==> config.mk <==
export PLATFORM = sky130hd
export DESIGN_NAME = xpb_master
export DESIGN_NICKNAME = d
export VERILOG_FILES = /design/src/include/xpb_pkg.sv /design/src/core/xpb_refclk.sv /design/src/core/xpb_master.sv
export SDC_FILE = /design/constraint.sdc
export NUM_CORES = 1
export LEC_CHECK = 0
export BUFFER_PORTS_ARGS = -buffer_cell sky130_fd_sc_hd__buf_2
export CORE_ASPECT_RATIO = 1.75
export CORE_MARGIN = 2
export CORE_UTILIZATION = 45
export CTS_CLUSTER_SIZE = 24
export DETAILED_ROUTE_END_ITERATION = 10
export PLACE_DENSITY = 0.74
export SYNTH_ARGS = -nofsm -noshare
export SYNTH_HDL_FRONTEND = slang
export SYNTH_SLANG_ARGS = --single-unit
export TNS_END_PERCENT = 100
==> constraint.sdc <==
create_clock -name mclk -period 2.8 [get_ports mclk]
set_input_delay 0.28 -clock mclk [delete_from_list [all_inputs] [get_ports mclk]]
set_output_delay 0.28 -clock mclk [all_outputs]
set_load 0.01 [all_outputs]
==> src/include/xpb_pkg.sv <==
// external peripheral bus master: shared constants and carrier types
// assumes a single 100 MHz system clock drives every user of this package
package xpb_pkg;

  // ----------------------------------------------------------------
  // bus geometry
  // ----------------------------------------------------------------
  localparam int unsigned ADDR_W = 16;
  localparam int unsigned DATA_W = 16;

  // ----------------------------------------------------------------
  // timing
  // ----------------------------------------------------------------
  localparam int unsigned CLK_PERIOD_NS   = 10;
  // software reset pulse on the reset pin, least time
  localparam int unsigned SW_RST_PULSE_NS = 400;
  localparam int unsigned SW_RST_CYCLES   =
    (SW_RST_PULSE_NS + CLK_PERIOD_NS - 1) / CLK_PERIOD_NS;
  localparam logic [7:0]  SW_RST_CNT_MAX  = 8'(SW_RST_CYCLES - 1);
  // reference clock: input 20 MHz, output twice that
  localparam int unsigned REF_IN_MHZ      = 20;
  localparam int unsigned REF_OUT_MHZ     = 2 * REF_IN_MHZ;
  localparam int unsigned SYS_MHZ         = 1000 / CLK_PERIOD_NS;
  // half period of the reference output in system cycles, rounded down
  localparam int unsigned REF_HALF_CYC    = SYS_MHZ / (2 * REF_OUT_MHZ);
  localparam logic [3:0]  REF_HALF_MAX    = 4'(REF_HALF_CYC - 1);

  // ----------------------------------------------------------------
  // access carriers
  // ----------------------------------------------------------------
  typedef enum logic {XPB_SPACE_MEM, XPB_SPACE_IO} xpb_space_t;

  typedef struct packed {
    logic              read;
    xpb_space_t        space;
    logic [ADDR_W-1:0] addr;
    logic [DATA_W-1:0] wdata;
  } xpb_req_t;

  typedef struct packed {
    logic [ADDR_W-1:0] addr;
    logic [DATA_W-1:0] data_out;
    logic              data_oe;
    logic              write_strobe_n;
    logic              read_strobe_n;
    logic              valid_strobe_n;
    logic              rd_not_wr;
    logic              wr_not_rd;
    logic              io_device_sel_n;
    logic              memory_sel_n;
  } xpb_pins_t;

  localparam xpb_pins_t PINS_IDLE = '{
    addr: '0, data_out: '0, data_oe: 1'b0,
    write_strobe_n: 1'b1, read_strobe_n: 1'b1, valid_strobe_n: 1'b1,
    rd_not_wr: 1'b1, wr_not_rd: 1'b0,
    io_device_sel_n: 1'b1, memory_sel_n: 1'b1};

endpackage

==> src/core/xpb_refclk.sv <==
// reference clock generator: divides the system clock by two, 50 MHz, where twice the input rate is 40 MHz
// assumes reset comes from the top-level synchroniser
`timescale 1ns/100ps
`default_nettype none
module xpb_refclk
  import xpb_pkg::*;
(
  // clock and reset
  input  wire logic mclk,
  input  wire logic rst_n,
  // chip reset pin level, active low
  input  wire logic pin_rst_n,
  // reference output
  output logic      ref_clock_output
);

  typedef struct packed {
    logic [3:0] cnt;
    logic       level;
  } xpb_ref_st_t;

  xpb_ref_st_t st;
  xpb_ref_st_t next_st;

  always_comb begin
    next_st = st;
    if (!pin_rst_n) begin
      // held low while reset is active
      next_st = '0;
    end else if (st.cnt == REF_HALF_MAX) begin
      next_st.cnt   = '0;
      next_st.level = ~st.level;
    end else begin
      next_st.cnt = st.cnt + 4'h1;
    end
  end

  always_ff @(posedge mclk or negedge rst_n) begin
    if (!rst_n) begin
      st <= '0;
    end else begin
      st <= next_st;
    end
  end

  assign ref_clock_output = st.level;

  a_ref_quiet_rst: assert property (@(posedge mclk) disable iff (!rst_n)
    !pin_rst_n |=> !ref_clock_output)
    else $error("reference clock toggled during reset");

  // at 100 MHz the half period rounds down to a single system cycle
  a_ref_half_period: assert property (@(posedge mclk) disable iff (!rst_n)
    (pin_rst_n && $rose(ref_clock_output)) ##1 pin_rst_n |-> !ref_clock_output)
    else $error("reference clock high phase too long");

  c_ref_toggles: cover property (@(posedge mclk) disable iff (!rst_n)
    $fell(ref_clock_output));

endmodule
`default_nettype wire

==> src/core/xpb_master.sv <==
// external peripheral bus master: one access at a time, wait states by ready
// assumes ready and data inputs are synchronous to mclk
//
// What this block does
// low reset pin returns everything but the software reset pulse to initial
// software reset briefly drives reset pin low
// write strobe low only while writing
// read strobe low only while reading
// valid strobe low while address, data valid
// direction high on reads, low on writes
// second direction output is always the complement
// ready low inserts one-cycle waits, resampled
// slow target pulls ready low for waits
// startup configuration reads wait for ready
// peripheral select low on peripheral accesses
// memory select low on memory accesses
// reference clock aimed at twice input rate, runs at 50 MHz, half the system clock
// reference clock idle during reset
// sixteen address lines select the target
// sixteen bidirectional data lines carry transfers
// never both selects in one access
// data bus released except while writing
`timescale 1ns/100ps
`default_nettype none
module xpb_master
  import xpb_pkg::*;
(
  // clock and reset
  input  wire logic            mclk,
  input  wire logic            arst_n,
  // reset pin as three signals
  input  wire logic            reset_pin_in_n,
  output logic                 reset_pin_out_n,
  output logic                 reset_pin_oe,
  // software reset request, one-cycle pulse
  input  wire logic            sw_reset,
  // request side
  input  wire logic            req_valid,
  output logic                 req_ready,
  input  wire xpb_req_t        req,
  output logic                 rsp_valid,
  output logic [DATA_W-1:0]    rsp_rdata,
  // startup configuration read pending
  output logic                 cfg_busy,
  // external bus
  output logic [ADDR_W-1:0]    addr,
  input  wire logic [DATA_W-1:0] data_in,
  output logic [DATA_W-1:0]    data_out,
  output logic                 data_oe,
  output logic                 write_strobe_n,
  output logic                 read_strobe_n,
  output logic                 valid_strobe_n,
  output logic                 rd_not_wr,
  output logic                 wr_not_rd,
  output logic                 io_device_sel_n,
  output logic                 memory_sel_n,
  input  wire logic            ready,
  output logic                 ref_clock_output
);

  // ----------------------------------------------------------------
  // reset release
  // ----------------------------------------------------------------
  logic [1:0] rst_sync;
  logic       rst_n;

  always_ff @(posedge mclk or negedge arst_n) begin
    if (!arst_n) begin
      rst_sync <= 2'h0;
    end else begin
      rst_sync <= {rst_sync[0], 1'b1};
    end
  end
  assign rst_n = rst_sync[1];

  // ----------------------------------------------------------------
  // state
  // ----------------------------------------------------------------
  typedef enum logic [1:0] {XPB_IDLE, XPB_SETUP, XPB_STROBE, XPB_DONE} xpb_phase_t;

  typedef struct packed {
    xpb_phase_t        phase;
    logic              read;
    xpb_space_t        space;
    logic              cfg_pending;
    logic              cfg_active;
    logic              sw_rst_on;
    logic [7:0]        sw_rst_cnt;
    logic              rsp;
    logic [DATA_W-1:0] rdata;
    xpb_pins_t         pins;
  } xpb_state_t;

  xpb_state_t st;
  xpb_state_t next_st;

  // drive decode shared by setup and strobe phases
  function automatic xpb_pins_t drive_pins(input logic rd, input xpb_space_t sp,
                                           input logic [ADDR_W-1:0] a,
                                           input logic [DATA_W-1:0] d,
                                           input logic strobe);
    xpb_pins_t p;
    p                 = PINS_IDLE;
    p.addr            = a;
    p.data_out        = d;
    p.data_oe         = !rd;
    p.rd_not_wr       = rd;
    p.wr_not_rd       = !rd;
    p.memory_sel_n    = (sp != XPB_SPACE_MEM);
    p.io_device_sel_n = (sp != XPB_SPACE_IO);
    p.valid_strobe_n  = !strobe;
    p.read_strobe_n   = !(strobe && rd);
    p.write_strobe_n  = !(strobe && !rd);
    return p;
  endfunction

  always_comb begin
    next_st     = st;
    next_st.rsp = 1'b0;
    // software reset: hold the pin low for its minimum width
    if (st.sw_rst_on) begin
      if (st.sw_rst_cnt == SW_RST_CNT_MAX) begin
        next_st.sw_rst_on = 1'b0;
      end else begin
        next_st.sw_rst_cnt = st.sw_rst_cnt + 8'h01;
      end
    end else if (sw_reset) begin
      next_st.sw_rst_on  = 1'b1;
      next_st.sw_rst_cnt = 8'h00;
    end
    case (st.phase)
      XPB_IDLE: begin
        next_st.pins = PINS_IDLE;
        // startup configuration read comes first, issued only once ready
        if (st.cfg_pending && ready) begin
          next_st.phase       = XPB_SETUP;
          next_st.read        = 1'b1;
          next_st.space       = XPB_SPACE_IO;
          next_st.cfg_pending = 1'b0;
          next_st.cfg_active  = 1'b1;
          next_st.pins = drive_pins(1'b1, XPB_SPACE_IO, '0, '0, 1'b0);
        end else if (!st.cfg_pending && req_valid) begin
          next_st.phase = XPB_SETUP;
          next_st.read  = req.read;
          next_st.space = req.space;
          next_st.pins  = drive_pins(req.read, req.space, req.addr, req.wdata, 1'b0);
        end
      end
      XPB_SETUP: begin
        next_st.phase = XPB_STROBE;
        next_st.pins  = drive_pins(st.read, st.space, st.pins.addr, st.pins.data_out, 1'b1);
      end
      XPB_STROBE: begin
        // ready low holds the strobe and retries next cycle
        if (ready) begin
          next_st.phase = XPB_DONE;
          next_st.rdata = st.read ? data_in : st.rdata;
          next_st.pins  = drive_pins(st.read, st.space, st.pins.addr,
                                     st.pins.data_out, 1'b0);
          next_st.pins.data_oe = 1'b0;
        end
      end
      XPB_DONE: begin
        next_st.phase      = XPB_IDLE;
        next_st.pins       = PINS_IDLE;
        next_st.rsp        = !st.cfg_active;
        next_st.cfg_active = 1'b0;
      end
      default: begin
        next_st = st;
        next_st.phase = XPB_IDLE;
      end
    endcase
    // reset pin low, from outside or our own pulse, returns all but the pulse flag and count to initial
    if (!reset_pin_in_n) begin
      next_st = '0;
      next_st.phase       = XPB_IDLE;
      next_st.cfg_pending = 1'b1;
      next_st.pins        = PINS_IDLE;
      next_st.sw_rst_on   = st.sw_rst_on && (st.sw_rst_cnt != SW_RST_CNT_MAX);
      next_st.sw_rst_cnt  = st.sw_rst_on ? st.sw_rst_cnt + 8'h01 : 8'h00;
    end
  end

  always_ff @(posedge mclk or negedge rst_n) begin
    if (!rst_n) begin
      st <= '{phase: XPB_IDLE, read: 1'b0, space: XPB_SPACE_MEM, cfg_pending: 1'b1,
              cfg_active: 1'b0, sw_rst_on: 1'b0, sw_rst_cnt: 8'h00, rsp: 1'b0,
              rdata: '0, pins: PINS_IDLE};
    end else begin
      st <= next_st;
    end
  end

  // ----------------------------------------------------------------
  // outputs
  // ----------------------------------------------------------------
  // open-drain style: only ever pull the pin low
  assign reset_pin_out_n = 1'b0;
  assign reset_pin_oe    = st.sw_rst_on;
  assign req_ready       = (st.phase == XPB_IDLE) && !st.cfg_pending && reset_pin_in_n;
  assign rsp_valid       = st.rsp;
  assign rsp_rdata       = st.rdata;
  assign cfg_busy        = st.cfg_pending || st.cfg_active;
  assign addr            = st.pins.addr;
  assign data_out        = st.pins.data_out;
  assign data_oe         = st.pins.data_oe;
  assign write_strobe_n  = st.pins.write_strobe_n;
  assign read_strobe_n   = st.pins.read_strobe_n;
  assign valid_strobe_n  = st.pins.valid_strobe_n;
  assign rd_not_wr       = st.pins.rd_not_wr;
  assign wr_not_rd       = st.pins.wr_not_rd;
  assign io_device_sel_n = st.pins.io_device_sel_n;
  assign memory_sel_n    = st.pins.memory_sel_n;

  xpb_refclk u_refclk (
    .mclk             (mclk),
    .rst_n            (rst_n),
    .pin_rst_n        (reset_pin_in_n),
    .ref_clock_output (ref_clock_output)
  );

  // ----------------------------------------------------------------
  // checks
  // ----------------------------------------------------------------
  a_dir_complement: assert property (@(posedge mclk) disable iff (!rst_n)
    wr_not_rd == !rd_not_wr)
    else $error("direction outputs not complementary");

  a_sel_exclusive: assert property (@(posedge mclk) disable iff (!rst_n)
    !(!memory_sel_n && !io_device_sel_n))
    else $error("both selects asserted");

  a_wr_strobe_dir: assert property (@(posedge mclk) disable iff (!rst_n)
    !write_strobe_n |-> (!rd_not_wr && data_oe && !valid_strobe_n))
    else $error("write strobe outside a write");

  a_rd_strobe_dir: assert property (@(posedge mclk) disable iff (!rst_n)
    !read_strobe_n |-> (rd_not_wr && !data_oe && !valid_strobe_n))
    else $error("read strobe outside a read");

  a_bus_released: assert property (@(posedge mclk) disable iff (!rst_n)
    data_oe |-> (!rd_not_wr && (st.phase != XPB_IDLE)))
    else $error("data bus driven outside a write");

  a_wait_holds: assert property (@(posedge mclk) disable iff (!rst_n)
    (!valid_strobe_n && !ready && reset_pin_in_n) |=> !valid_strobe_n)
    else $error("strobe dropped while ready low");

  a_ready_ends: assert property (@(posedge mclk) disable iff (!rst_n)
    (!valid_strobe_n && ready && reset_pin_in_n) |=> valid_strobe_n)
    else $error("strobe held after ready");

  a_cfg_waits: assert property (@(posedge mclk) disable iff (!rst_n)
    (st.cfg_pending && !ready) |=> valid_strobe_n)
    else $error("config read issued while ready low");

  a_sel_in_access: assert property (@(posedge mclk) disable iff (!rst_n)
    !valid_strobe_n |-> (memory_sel_n != io_device_sel_n))
    else $error("no select during transfer");

  a_swrst_pulse: assert property (@(posedge mclk) disable iff (!rst_n)
    $rose(reset_pin_oe) |-> reset_pin_oe [*8])
    else $error("software reset pulse too short");

  a_pin_rst_idle: assert property (@(posedge mclk) disable iff (!rst_n)
    !reset_pin_in_n |=> (valid_strobe_n && !data_oe && memory_sel_n && io_device_sel_n))
    else $error("bus active during reset");

  c_write_done: cover property (@(posedge mclk) disable iff (!rst_n)
    !write_strobe_n ##1 write_strobe_n);
  c_read_wait: cover property (@(posedge mclk) disable iff (!rst_n)
    !read_strobe_n && !ready ##1 !read_strobe_n && ready);
  c_cfg_read: cover property (@(posedge mclk) disable iff (!rst_n)
    $fell(cfg_busy));
  c_sw_reset: cover property (@(posedge mclk) disable iff (!rst_n)
    $fell(reset_pin_oe));

endmodule
`default_nettype wire

==> run metrics <==
initial antenna violation count 0; CP required 3.07 ns; drt first pass iters 4; pin count of the biggest net entering global routing 78; Post-synth ARST share 1.00; synthesized cell area 3790 sq um; # DRC 0; sequential-to-total area share from yosys stat 0.524; pre-CTS setup slack 0.543 ns; gpl congestion 0.825; VDD IR max 0.373 mV; share of cells above drive strength 1 0.359; grt met3 use 0.0395; ys flop type dfrtp_1; first-pass GRT wire length 12400 microns; cell area after layout 4370 sq um; vias in the first global route 2696; Die Wd 73.4 microns; Root Driver clkbuf_16; worst-margin pin slew 1.15 ns; met2 usage 0.288; Mapped Nets 421; DRT iter0 DRCs 165; clk buf depth 2; Hold Fails Final Rpt 0; relative slew slack 0.232; PwrDens 734 nW/um^2; Layout area overhead 15.4%; H-tree lvl count 3; WL final 7880 microns; status finished clean; commonest cells after routing, fill and taps aside 116 x buf_2, 71 x dfrtp_1, 55 x nand2_1; Clk pin slew, worst setup/hold paths 0.07 ns; WL/cell 15.2 microns; Startpoint Class flop; r2r worst-path depth 5; Total GRT Usage 0.171; Placed Area 4070 sq um; Fmax achieved 0.437 GHz; die area 9200 sq um; Yosys cell types 47; post-route clock period utilization 0.817; Skew-Pair Late Insertion Delay 0.34 ns; Final Critical Period 2.29 ns; HP Class input pin to flop; Layout Nets 484; synthesis-stage register bit count 79; Vias 2784; critical path class flop to flop; Post-synth EDFFs 0; Initial Util 0.459; met1 Use GR 0.188; Post-DP HPWL 5630 microns; Port Buf Inserts 116; core area 8260 sq um; Cell Rows 44; fin. max-slew vios 0; Worst Path Arrival 2.56 ns; flop-to-flop setup slack 0.51 ns; Ports 118; Syn Inst Count 358; Final Setup Violations 0; hold path depth 2; clk_skew 0.00591 ns; Leak 2.19 nW; Post-CTS Setup Repair Bufs 0; worst setup margin 0.512 ns; max cap viols 0; diodes inserted 0; CP Max Fanout 32; Yosys warning total 0; hold slack 0.154 ns; Avg Cell Area, Syn 10.6 sq um; total CTS buffers 9; Detail Route Antenna Nets 0; Die Ht 125 microns; CTS tree built; clk sink count 79; Via density 5.37; gr ovfl total 0; most used routing layer met2; setup_tns 0 ns; Setup crit end kind flop; RSZ-0062 raised after global routing no; commonest non-fill, non-tap cell in the layout buf_2
[path summary, 6_finish.rpt]
kind / start / to
max: st[71]$_DFFE_PN0P_ / data_out[6]$_DFFE_PN0P_
min: req[27] / addr[11]$_DFFE_PN0P_
max reg2reg: st[71]$_DFFE_PN0P_ / data_out[6]$_DFFE_PN0P_
min reg2reg: rst_sync[0]$_DFF_PN0_ / rst_sync[1]$_DFF_PN0_
max in group asynchronous: rst_sync[1]$_DFF_PN0_ / data_out[9]$_DFFE_PN0P_
min in group asynchronous: arst_n / rst_sync[1]$_DFF_PN0_
[cells in the mapped netlist (all sizes together) (4+ instances only)]
master	number	share of area
dfrtp	72	0.48
buf	56	0.11
nand2	55	0.054
a22o	33	0.076
a21boi	18	0.036
clkbuf	12	0.012
nor2	9	0.0089
nand3	8	0.011
dfstp	7	0.049
ha	7	0.023
o211ai	7	0.014
o21ai	7	0.0092
inv	6	0.0059
a21oi	5	0.0066
nand2b	5	0.0083
and2	4	0.0066
[state kept, by name, summed over array words and instances, names as in the netlist, 2 cells and up]
name and cells:
st 14, rst_sync 2, rsp_rdata 16, data_out 16, addr 16, u_refclk.st 4
[power breakdown]
group | internal (mW) | switching (mW) | leakage [nW]
Combinational | 0.286 | 0.407 | 1.00
Sequential | 1.30 | 0.111 | 1.05
Clock | 0.620 | 0.490 | 0.140
[metrics by stage]
step           std cells  power [mW]   util
2_1_floorplan        358        1.93      -
3_3_place_gp         501        2.10  0.493
3_5_place_dp         501        2.12  0.493
4_1_cts              518        3.24  0.530
5_1_grt              518        3.38  0.530
6_report             518        3.21  0.530
[metal layers]
metal | part of all wire | wire [microns]
met2 | 0.52 | 4070
met1 | 0.39 | 3090
met5 | 0 | 0
met4 | 0.044 | 349
met3 | 0.046 | 361
[worst max-delay path: stages, from the launching register on]
cell and delay, ns:
dfrtp_1 0.41, inv_1 0.09, ha_1 0.31, or2_1 0.20, and2_1 0.91, a22o_1 0.29
[cells by family after synthesis]
family                   after synthesis  share of synthesized area
AO/OA/AOI/OAI                         87                      0.181
XOR/XNOR                               3                    0.00693
adder cells (fa/ha/maj)                7                     0.0231
buffers and inverters                 74                      0.124
flip-flops                            79                      0.524
multiplexers                           1                    0.00264
other                                  2                    0.00198
AND/OR/NAND/NOR                      105                      0.137
[repair_timing]
action                                 in CTS  in global routing
endpoints found under the hold margin       2                  0
hold buffers                                1                  0
resized for setup                           0                  0
[layout make-up]
type,count,area [sq um]
multi-input cells,205,1340
clock buffers,9,225
well taps,92,115
repair buffers,120,613
inverters,6,22.5
clock inverters,7,67.6
fillers,737,3880
flip-flops and latches,79,1990
Note: power is estimated with default switching activity, not from simulation.
